[src/epm_pkg.sv]
// Purpose: shared constants and types for the exception priority map
// Assumes: positions 0..15 are system exceptions, 16.. peripheral lines
// Notes:   extended priority 0 is most urgent; 15 is the base level
package epm_pkg;

  localparam int NUM_IRQ = 35;
  localparam int NUM_POS = 51;
  localparam int POS_W   = 6;
  localparam int PRIO_W  = 3;
  localparam int EXT_W   = 4;
  localparam int DEPTH_W = 4;

  localparam logic [POS_W-1:0] POS_STACK_TOP = 6'h00;
  localparam logic [POS_W-1:0] POS_RESET     = 6'h01;
  localparam logic [POS_W-1:0] POS_NMI       = 6'h02;
  localparam logic [POS_W-1:0] POS_HARD      = 6'h03;
  localparam logic [POS_W-1:0] POS_MEM       = 6'h04;
  localparam logic [POS_W-1:0] POS_BUS       = 6'h05;
  localparam logic [POS_W-1:0] POS_USAGE     = 6'h06;
  localparam logic [POS_W-1:0] POS_SUP_CALL  = 6'h0B;
  localparam logic [POS_W-1:0] POS_DBG       = 6'h0C;
  localparam logic [POS_W-1:0] POS_PEND_SRV  = 6'h0E;
  localparam logic [POS_W-1:0] POS_TICK      = 6'h0F;
  localparam logic [POS_W-1:0] POS_IRQ_BASE  = 6'h10;
  localparam logic [POS_W-1:0] POS_LAST      = 6'h32;

  // peripheral bit numbers within the interrupt lines
  localparam int IRQ_GPIO_A = 0, IRQ_GPIO_E = 4, IRQ_UART0 = 5, IRQ_UART1 = 6;
  localparam int IRQ_SYNC_SERIAL_PORT_0 = 7, IRQ_I2C0 = 8, IRQ_ADC_SEQ0 = 14;
  localparam int IRQ_ADC_SEQ3 = 17, IRQ_WATCHDOG = 18, IRQ_TIMER0_A = 19;
  localparam int IRQ_TIMER2_B = 24, IRQ_COMP0 = 25, IRQ_COMP2 = 27;
  localparam int IRQ_SYS_CTRL = 28, IRQ_FLASH = 29, IRQ_GPIO_F = 30;
  localparam int IRQ_GPIO_H = 32, IRQ_UART2 = 33, IRQ_SYNC_SERIAL_PORT_1 = 34;

  localparam logic [NUM_IRQ-1:0] IRQ_VALID_MASK = 35'h7_FFFF_C1FF;
  localparam logic [NUM_POS-1:0] POS_VALID_MASK = {IRQ_VALID_MASK, 16'hD87C};
  localparam logic [NUM_POS-1:0] POS_SETTABLE   = {IRQ_VALID_MASK, 16'hD870};

  localparam logic [EXT_W-1:0]  EXT_RESET    = 4'h0;
  localparam logic [EXT_W-1:0]  EXT_NMI      = 4'h1;
  localparam logic [EXT_W-1:0]  EXT_HARD     = 4'h2;
  localparam logic [EXT_W-1:0]  EXT_SETTABLE = 4'h3;
  localparam logic [EXT_W-1:0]  EXT_BASE     = 4'hF;
  localparam logic [PRIO_W-1:0] PRIO_RST_VAL = 3'h0;
  localparam logic [PRIO_W-1:0] PRIO_FULL    = 3'h7;

  typedef enum logic [2:0] {
    EPM_RST_SP  = 3'h0,
    EPM_RST_VEC = 3'h1,
    EPM_RST_RUN = 3'h3,
    EPM_THREAD  = 3'h2,
    EPM_ENTRY   = 3'h6,
    EPM_HANDLER = 3'h7,
    EPM_EXIT    = 3'h5
  } epm_state_t;

  typedef struct packed {
    logic prot_mismatch;
    logic bus_precise;
    logic bus_imprecise;
    logic undef_instr;
    logic illegal_state;
  } epm_fault_t;

  typedef struct packed {
    logic push_done;
    logic vec_done;
    logic unstack_done;
    logic exc_return;
    logic first_instr;
  } epm_core_rsp_t;

  typedef struct packed {
    logic fetch;
    logic sp_load;
    logic push;
    logic unstack;
    logic tail;
    logic handler_mode;
  } epm_core_req_t;

endpackage

[src/epm_exception_priority_map.sv]
// Purpose: rank pending exceptions and sequence entry, nesting and return
// Assumes: core answers each request with a one-cycle done pulse
// Notes:   escalation to hard fault is decided in the cycle of the fault
`timescale 1ns/1ps
`default_nettype none

// How it works
// - eight levels for system handlers and 30 valid lines
// - settable zero ranks below reset, NMI, hard fault
// - all priority fields reset to zero
// - equal priority: lower position wins
// - reset highest, drops to base at first instruction
// - stack top fetched from entry 0 first
// - NMI at 2, only reset blocks it
// - NMI pended only by software write
// - blocked or disabled faults escalate to hard fault, except a blocked imprecise bus fault, which pends at 5
// - protection_unit mismatch pends position 4
// - bus fault at 5, enableable, precise or imprecise
// - usage fault at 6 on undefined or illegal
// - supervisor_call at 11 on service_call_instruction
// - debug monitor at 12 when enabled, not halting
// - pendable_service at 14, software pended only
// - system_tick_timer at 15 when tick fires
// - peripheral lines at 16 up, synchronised in
// - peripheral bit map fixed per source
// - reserved positions never pend
// - enable gates lines, priority fields rank them
// - only preemption part decides nesting
// - state push runs beside vector fetch
// - tail chain skips unstack and restack
// - handlers run in handler mode
module epm_exception_priority_map
  import epm_pkg::*;
#(
  parameter int NEST_DEPTH = 11
) (
  input  wire logic                core_clk_i,
  input  wire logic                rstn_i,
  input  wire logic [NUM_IRQ-1:0]  irq_i,
  input  wire logic [NUM_IRQ-1:0]  en_set_i,
  input  wire logic [NUM_IRQ-1:0]  en_clr_i,
  input  wire logic                prio_wr_i,
  input  wire logic [POS_W-1:0]    prio_wr_pos_i,
  input  wire logic [PRIO_W-1:0]   prio_wr_val_i,
  input  wire logic [1:0]          sub_bits_i,
  input  wire logic                nmi_set_i,
  input  wire logic                pend_srv_set_i,
  input  wire logic                tick_fire_i,
  input  wire logic                sup_call_i,
  input  wire logic                busfault_en_i,
  input  wire logic                dbgmon_req_i,
  input  wire logic                dbgmon_en_i,
  input  wire logic                halting_i,
  input  wire epm_fault_t          faults_i,
  input  wire epm_core_rsp_t       rsp_i,
  output epm_core_req_t            req_o,
  output logic [POS_W-1:0]         vec_idx_o,
  output logic [POS_W-1:0]         active_pos_o,
  output logic [EXT_W-1:0]         exec_prio_o,
  output logic [NUM_POS-1:0]       pending_o,
  output logic [NUM_IRQ-1:0]       irq_en_o
);

  epm_state_t                   state;
  logic [POS_W-1:0]             cur_pos;
  logic [EXT_W-1:0]             cur_pre;
  logic                         tail_q;
  logic                         push_done_q;
  logic                         vec_done_q;
  logic [NUM_POS-1:0][PRIO_W-1:0] prio_q;
  logic [NUM_IRQ-1:0]           irq_en;
  logic [NUM_POS-1:0]           pend_q;
  logic [NUM_IRQ-1:0]           irq_s1;
  logic [NUM_IRQ-1:0]           irq_s2;
  logic [NUM_IRQ-1:0]           irq_s3;
  logic [NUM_IRQ-1:0]           irq_lvl;
  logic [EXT_W-1:0]             act_pre [NEST_DEPTH];
  logic [POS_W-1:0]             act_pos [NEST_DEPTH];
  logic [DEPTH_W-1:0]           depth;
  logic [NUM_POS-1:0][EXT_W-1:0] ext_full;
  logic [NUM_POS-1:0][EXT_W-1:0] ext_pre;
  logic [PRIO_W-1:0]            grp_mask;
  logic [NUM_POS-1:0]           cand;
  logic [NUM_POS-1:0]           set_vec;
  logic [NUM_POS-1:0]           clr_vec;
  logic                         best_valid;
  logic [POS_W-1:0]             best_pos;
  logic [EXT_W-1:0]             best_ext;
  logic [EXT_W-1:0]             best_pre;
  logic [EXT_W-1:0]             exec_prio;
  logic [EXT_W-1:0]             ret_prio;
  logic                         entry_done;
  logic                         can_nest;
  logic                         mem_blk;
  logic                         bus_blk;
  logic                         use_blk;
  logic                         tie_lower;

  localparam logic [DEPTH_W-1:0] DEPTH_ONE = 4'h1;

  function automatic logic [EXT_W-1:0] prio_ext(
    input logic [POS_W-1:0]  pos,
    input logic [PRIO_W-1:0] prio,
    input logic [PRIO_W-1:0] mask
  );
    if (pos == POS_RESET) begin
      return EXT_RESET;
    end
    if (pos == POS_NMI) begin
      return EXT_NMI;
    end
    if (pos == POS_HARD) begin
      return EXT_HARD;
    end
    return {1'b0, prio & mask} + EXT_SETTABLE;
  endfunction

  // subpriority bits drop out of the nesting comparison
  assign grp_mask = PRIO_FULL << sub_bits_i;

  // per position: full rank for selection, masked rank for nesting
  for (genvar p = 0; p < NUM_POS; p++) begin : g_rank
    assign ext_full[p] = prio_ext(POS_W'(p), prio_q[p], PRIO_FULL);
    assign ext_pre[p]  = prio_ext(POS_W'(p), prio_q[p], grp_mask);
  end

  // lines are asynchronous; a change counts once stages two and three agree
  for (genvar i = 0; i < NUM_IRQ; i++) begin : g_sync
    always_ff @(posedge core_clk_i or negedge rstn_i) begin
      if (!rstn_i) begin
        irq_s1[i]  <= 1'b0;
        irq_s2[i]  <= 1'b0;
        irq_s3[i]  <= 1'b0;
        irq_lvl[i] <= 1'b0;
      end else begin
        irq_s1[i] <= irq_i[i];
        irq_s2[i] <= irq_s1[i];
        irq_s3[i] <= irq_s2[i];
        if (irq_s2[i] == irq_s3[i]) begin
          irq_lvl[i] <= irq_s3[i];
        end
      end
    end
  end

  always_ff @(posedge core_clk_i or negedge rstn_i) begin
    if (!rstn_i) begin
      prio_q <= {NUM_POS{PRIO_RST_VAL}};
    end else if (prio_wr_i && state != EPM_RST_SP && state != EPM_RST_VEC &&
                 prio_wr_pos_i <= POS_LAST && POS_SETTABLE[prio_wr_pos_i]) begin
      prio_q[prio_wr_pos_i] <= prio_wr_val_i;
    end
  end

  always_ff @(posedge core_clk_i or negedge rstn_i) begin
    if (!rstn_i) begin
      irq_en <= '0;
    end else begin
      irq_en <= (irq_en | en_set_i) & ~en_clr_i & IRQ_VALID_MASK;
    end
  end

  always_comb begin
    if (state == EPM_RST_SP || state == EPM_RST_VEC || state == EPM_RST_RUN) begin
      exec_prio = EXT_RESET;
    end else if (depth == '0) begin
      exec_prio = EXT_BASE;
    end else begin
      exec_prio = act_pre[depth - DEPTH_ONE];
    end
  end

  always_comb begin
    if (depth > DEPTH_ONE) begin
      ret_prio = act_pre[depth - 4'h2];
    end else begin
      ret_prio = EXT_BASE;
    end
  end

  // a fault, other than an enabled imprecise bus fault, that cannot outrank the running level goes to hard fault
  assign mem_blk = ext_pre[POS_MEM] >= exec_prio;
  assign bus_blk = !busfault_en_i || ext_pre[POS_BUS] >= exec_prio;
  assign use_blk = ext_pre[POS_USAGE] >= exec_prio;

  always_comb begin
    set_vec = '0;
    set_vec[NUM_POS-1:POS_IRQ_BASE] = irq_lvl & irq_en & IRQ_VALID_MASK;
    set_vec[POS_NMI]     = nmi_set_i;
    set_vec[POS_PEND_SRV] = pend_srv_set_i;
    set_vec[POS_TICK]     = tick_fire_i;
    set_vec[POS_SUP_CALL] = sup_call_i;
    set_vec[POS_DBG]     = dbgmon_req_i && dbgmon_en_i && !halting_i;
    set_vec[POS_MEM]     = faults_i.prot_mismatch && !mem_blk;
    set_vec[POS_BUS]     = (faults_i.bus_precise && !bus_blk) ||
                           (faults_i.bus_imprecise && busfault_en_i);
    set_vec[POS_USAGE]   = (faults_i.undef_instr || faults_i.illegal_state) &&
                           !use_blk;
    set_vec[POS_HARD]    = (faults_i.prot_mismatch && mem_blk) ||
                           (faults_i.bus_precise && bus_blk) ||
                           (faults_i.bus_imprecise && !busfault_en_i) ||
                           ((faults_i.undef_instr || faults_i.illegal_state) &&
                            use_blk);
  end

  assign clr_vec = entry_done ? ({{(NUM_POS-1){1'b0}}, 1'b1} << cur_pos) : '0;

  // a new event in the clearing cycle stays pending
  always_ff @(posedge core_clk_i or negedge rstn_i) begin
    if (!rstn_i) begin
      pend_q <= '0;
    end else begin
      pend_q <= ((pend_q & ~clr_vec) | set_vec) & POS_VALID_MASK;
    end
  end

  // a line disabled after pending waits without activating
  assign cand = pend_q & {irq_en, 16'hFFFF};

  always_comb begin
    best_valid = 1'b0;
    best_pos   = POS_STACK_TOP;
    best_ext   = EXT_BASE;
    for (int p = 0; p < NUM_POS; p++) begin
      // strict compare in rising order keeps the lower position on a tie
      if (cand[p] && (!best_valid || ext_full[p] < best_ext)) begin
        best_valid = 1'b1;
        best_pos   = POS_W'(p);
        best_ext   = ext_full[p];
      end
    end
  end

  assign best_pre = ext_pre[best_pos];
  assign can_nest = depth < DEPTH_W'(NEST_DEPTH);

  assign entry_done = state == EPM_ENTRY &&
                      (tail_q || push_done_q || rsp_i.push_done) &&
                      (vec_done_q || rsp_i.vec_done);

  always_ff @(posedge core_clk_i or negedge rstn_i) begin
    if (!rstn_i) begin
      state   <= EPM_RST_SP;
      cur_pos <= POS_STACK_TOP;
      cur_pre <= EXT_RESET;
      tail_q  <= 1'b0;
    end else begin
      unique case (state)
        EPM_RST_SP: begin
          if (rsp_i.vec_done) begin
            state   <= EPM_RST_VEC;
            cur_pos <= POS_RESET;
          end
        end
        EPM_RST_VEC: begin
          if (rsp_i.vec_done) begin
            state <= EPM_RST_RUN;
          end
        end
        EPM_RST_RUN: begin
          if (rsp_i.first_instr) begin
            state <= EPM_THREAD;
          end
        end
        EPM_THREAD: begin
          if (best_valid && best_pre < exec_prio) begin
            state   <= EPM_ENTRY;
            cur_pos <= best_pos;
            cur_pre <= best_pre;
            tail_q  <= 1'b0;
          end
        end
        EPM_ENTRY: begin
          if (entry_done) begin
            state <= EPM_HANDLER;
          end
        end
        EPM_HANDLER: begin
          if (rsp_i.exc_return) begin
            if (best_valid && best_pre < ret_prio) begin
              state   <= EPM_ENTRY;
              cur_pos <= best_pos;
              cur_pre <= best_pre;
              tail_q  <= 1'b1;
            end else begin
              state <= EPM_EXIT;
            end
          end else if (best_valid && best_pre < exec_prio && can_nest) begin
            state   <= EPM_ENTRY;
            cur_pos <= best_pos;
            cur_pre <= best_pre;
            tail_q  <= 1'b0;
          end
        end
        EPM_EXIT: begin
          if (rsp_i.unstack_done) begin
            state <= (depth == '0) ? EPM_THREAD : EPM_HANDLER;
          end
        end
        default: begin
          state <= EPM_THREAD;
        end
      endcase
    end
  end

  // done pulses may come in either order, so each is remembered
  always_ff @(posedge core_clk_i or negedge rstn_i) begin
    if (!rstn_i) begin
      push_done_q <= 1'b0;
      vec_done_q  <= 1'b0;
    end else if (state != EPM_ENTRY || entry_done) begin
      push_done_q <= 1'b0;
      vec_done_q  <= 1'b0;
    end else begin
      push_done_q <= push_done_q || rsp_i.push_done;
      vec_done_q  <= vec_done_q || rsp_i.vec_done;
    end
  end

  // nesting stack; depth is bounded, deeper preemption waits
  always_ff @(posedge core_clk_i or negedge rstn_i) begin
    if (!rstn_i) begin
      depth <= '0;
      for (int d = 0; d < NEST_DEPTH; d++) begin
        act_pre[d] <= EXT_BASE;
        act_pos[d] <= POS_STACK_TOP;
      end
    end else if (entry_done) begin
      act_pre[depth] <= cur_pre;
      act_pos[depth] <= cur_pos;
      depth          <= depth + DEPTH_ONE;
    end else if (state == EPM_HANDLER && rsp_i.exc_return) begin
      depth <= depth - DEPTH_ONE;
    end
  end

  always_ff @(posedge core_clk_i or negedge rstn_i) begin
    if (!rstn_i) begin
      exec_prio_o  <= EXT_RESET;
      active_pos_o <= POS_STACK_TOP;
    end else begin
      exec_prio_o  <= exec_prio;
      active_pos_o <= (depth == '0) ? POS_STACK_TOP : act_pos[depth - DEPTH_ONE];
    end
  end

  always_comb begin
    req_o.fetch        = state == EPM_RST_SP || state == EPM_RST_VEC ||
                         (state == EPM_ENTRY && !vec_done_q);
    req_o.sp_load      = state == EPM_RST_SP;
    req_o.push         = state == EPM_ENTRY && !tail_q && !push_done_q;
    req_o.unstack      = state == EPM_EXIT;
    req_o.tail         = state == EPM_ENTRY && tail_q;
    req_o.handler_mode = depth != '0;
  end

  assign vec_idx_o = cur_pos;
  assign pending_o = pend_q;
  assign irq_en_o  = irq_en;

  // independent tie check for the selector
  always_comb begin
    tie_lower = 1'b0;
    for (int p = 0; p < NUM_POS; p++) begin
      if (cand[p] && ext_full[p] == best_ext && POS_W'(p) < best_pos) begin
        tie_lower = 1'b1;
      end
    end
  end
endmodule
`default_nettype wire

[config.mk]
export PLATFORM = sky130hd
export DESIGN_NAME = epm_exception_priority_map
export DESIGN_NICKNAME = d
export VERILOG_FILES = /design/src/epm_pkg.sv /design/src/epm_exception_priority_map.sv
export SDC_FILE = /design/constraint.sdc
export NUM_CORES = 1
export LEC_CHECK = 0
export ABC_AREA = 1
export BUFFER_PORTS_ARGS = -buffer_cell sky130_fd_sc_hd__buf_2
export CORE_ASPECT_RATIO = 1.2
export CORE_MARGIN = 2
export CORE_UTILIZATION = 26
export DETAILED_ROUTE_END_ITERATION = 12
export PLACE_DENSITY = 0.38
export SYNTH_ARGS = -nofsm -noshare
export SYNTH_HDL_FRONTEND = slang
export SYNTH_SLANG_ARGS = --single-unit
[constraint.sdc]
create_clock -name core_clk_i -period 94.3 [get_ports core_clk_i]
set_input_delay 0 -clock core_clk_i [delete_from_list [all_inputs] [get_ports core_clk_i]]
set_output_delay 0 -clock core_clk_i [all_outputs]
set_load 0.005 [all_outputs]
==> metrics.cfg <==
[outcome]
status = complete, but fails checks
violations = negative hold slack

[synthesis]
yosys.area.top_type_share = 0.356
ys_seq_area_frac = 0.395
synth_cell_type_count = 63
synth_mux_area_frac = 0
synth_top_area_cell = dfrtp_1
synth_edf_count = 0
synth_compound_area_frac = 0.140
synthAdderAreaFrac = 0.0877
synthSimpleGateAreaFrac = 0.262
synth-xor-area-share = 0.0262
synth_ff_type = dfrtp_1
synth_area_um2 = 30100
synth_cells = 4015
synth-seq-cells = 473
yosys_warnings = 0
syn_area_per_cell_um2 = 7.50
synthArstFlopShare = 1.00
synth_top_family_by_area = simple AND/OR/NAND/NOR gates
synth_area_leaders = dfrtp_1, nand2_1, ha_1

[floorplanning]
io_pins = 245
num_rows = 136
die_h_um = 377
dieArea_um2 = 119000
die_x_um = 315
coreArea_um2 = 115000
start_util = 0.263

[drt]
m1WireLength_um = 50000
drcViolationCount = 0
antenna_left = 0
drt_iter0_drc = 1625
wire_per_inst_um = 19.0
route.vias.total = 26907
top_layer = met4
firstDrtPassIters = 6
dr_wl_met3_um = 3420
wl_met2_um = 54900
vias_per_cell = 4.59
routed_wirelength_um = 111000

[placed_design]
dp_hpwl_um = 82700
numPortBuffers = 212
place_congestion = 0.856
placed_cell_area_um2 = 32500
dp.cells = 5624

[timing]
worst_slew_pin_slew_ns = 1.18
hold_viol_final = 8
holdWs_ns = -0.0258
max_freq_mhz = 21.6
setup_viol = 0
skew_ns = 0.0338
fin_crit_ns = 46.35
setup_tns_ns = 0
rsz0062_at_grt = no
max_slew_margin = 0.209
timing_max_transition_violations_final = 0
period_share = 0.491

[worst_setup_path]
crit_path_start_kind = flip-flop
worstPathMaxFanout = 16
critPathKind = reg -> reg
crit_top_cell = nand2_1
r2r_start = pending_o[2]
cpPeakStageDelay_ns = 0.63
critPathSlowestCell = a221oi_1
crit_buf_inv = 70
rrSetupSlack_ns = 47.95
cp_top_family = simple AND/OR/NAND/NOR gates
r2r_cells = 378
r2r_end = vec_idx_o[2]
cp_data_arrival_time_ns = 46.86
crit_required_ns = 94.81
cp-end-kind = flip-flop

[grt]
grt-ovfl-total = 0
grt_start_max_net_pins = 89
grt_usage = 0.187
antenna_found_initial = 0
grt_pass1_vias = 26860
grt_pass1_wl_um = 169000

[run]
cap_violations = 0

[clock_network]
cts_tree = yes
clkSinkCount = 473
cts_buffers = 54
cts_max_level = 2
cts-root-buf = clkbuf_16
postCtsResizedCells = 0
cts_buffer_depth = 3
clkTransAtPathRegs_ns = 0.06
cts_hold_buf = 144
clk_latency_ns = 0.66
post-cts-setup-buffers = 0

[min_path]
min_path_type = in -> async

[final_layout]
stdcell_area_um2 = 35900
final_cell_mix = nand2_1, o21ai_0, dfrtp_1, inv_1, nor2_1
synthToLayoutAreaGrowth_pct = 19.1
nets = 4630
final_common_cell = nand2_1
num_antenna_cells = 0
final-instance-count-excl-fill = 5866
drive_gt1_frac = 0.116

==> layout make-up <==
| class | instances | area, um2 |
|---|---|---|
| clock buffer | 78 | 1590 |
| tap | 1518 | 1900 |
| inverter | 470 | 1770 |
| sequential | 473 | 11900 |
| clock inverter | 20 | 339 |
| multi-input combinational | 2921 | 15600 |
| timing repair buffer | 386 | 2740 |
| fill | 12563 | 78800 |
==> cell usage after synthesis, drive strengths merged, types with 4 or more instances <==
master / number
o21ai: 447
a211oi: 5
a221oi: 9
xor2: 25
o211ai: 30
o221ai: 9
nor2: 301
o31ai: 7
nor4: 5
o22ai: 9
nand3: 273
dfstp: 44
nand2: 1194
buf: 56
nand3b: 4
clkinv: 36
dfrtp: 429
maj3: 30
nor3: 28
a22oi: 18
xnor2: 65
nand4: 26
o2111ai: 4
a21oi: 179
a31oi: 9
inv: 434
clkbuf: 109
ha: 187
o21a: 23
==> worst max-delay path by stage <==
stage               slack, ns  cells after the start          from      endpoint
detailed placement      47.75                    380  pending_o[2]  vec_idx_o[2]
global route            41.96                    383    prio_q[12]  vec_idx_o[2]
floorplan               56.91                    386    prio_q[12]  vec_idx_o[2]
finish                  47.95                    378  pending_o[2]  vec_idx_o[2]
global placement        47.43                    384    prio_q[12]  vec_idx_o[4]
CTS                     47.59                    380  pending_o[2]  vec_idx_o[2]
==> sequential cells by signal, indices dropped and copies added, names as in the netlist, 4 cells and up <==
register	flops
act_pos	66
act_pre	44
active_pos_o	6
cur_pre	4
depth	4
exec_prio_o	4
irq_en_o	30
irq_lvl	30
irq_s1	30
irq_s2	30
irq_s3	30
pending_o	39
prio_q	144
vec_idx_o	6
==> per-layer routing <==
layer	global-route usage	vias to the layer above
li1	-	13633
met1	0.239	12749
met2	0.329	390
met3	0.0233	135
met4	0.0498	0
met5	0	-
==> cell families after synthesis <==
kind of cell,after synthesis
simple gates,1833
compound gates,764
buf+inv,637
flops,473
fa+ha+maj,217
xor+xnor,90
other cells,1
==> through the flow <==
stage | setup WS (ns) | utilization | hold WS [ns]
after detailed placement | 47.75 | 0.283 | 0.0747
after global placement | 47.43 | 0.283 | 0.0704
after global routing | 41.96 | 0.313 | 0.0138
final | 47.95 | 0.313 | -0.0258
after floorplan | 56.91 | - | -0.296
after CTS | 47.59 | 0.313 | 0.00120
==> worst register-to-register path, delay by kind of cell, from the launching register on <==
kind / cells / cell delay, ns
AO/OA/AOI/OAI: 43 / 12.58
adder cells (fa/ha/maj): 38 / 11.58
buffers and inverters: 70 / 3.10
flip-flops: 1 / 0.51
AND/OR/NAND/NOR: 227 / 18.58
Power is not shown: default switching activity piles up to over one toggle a cycle in this logic, so the estimate is an artifact.
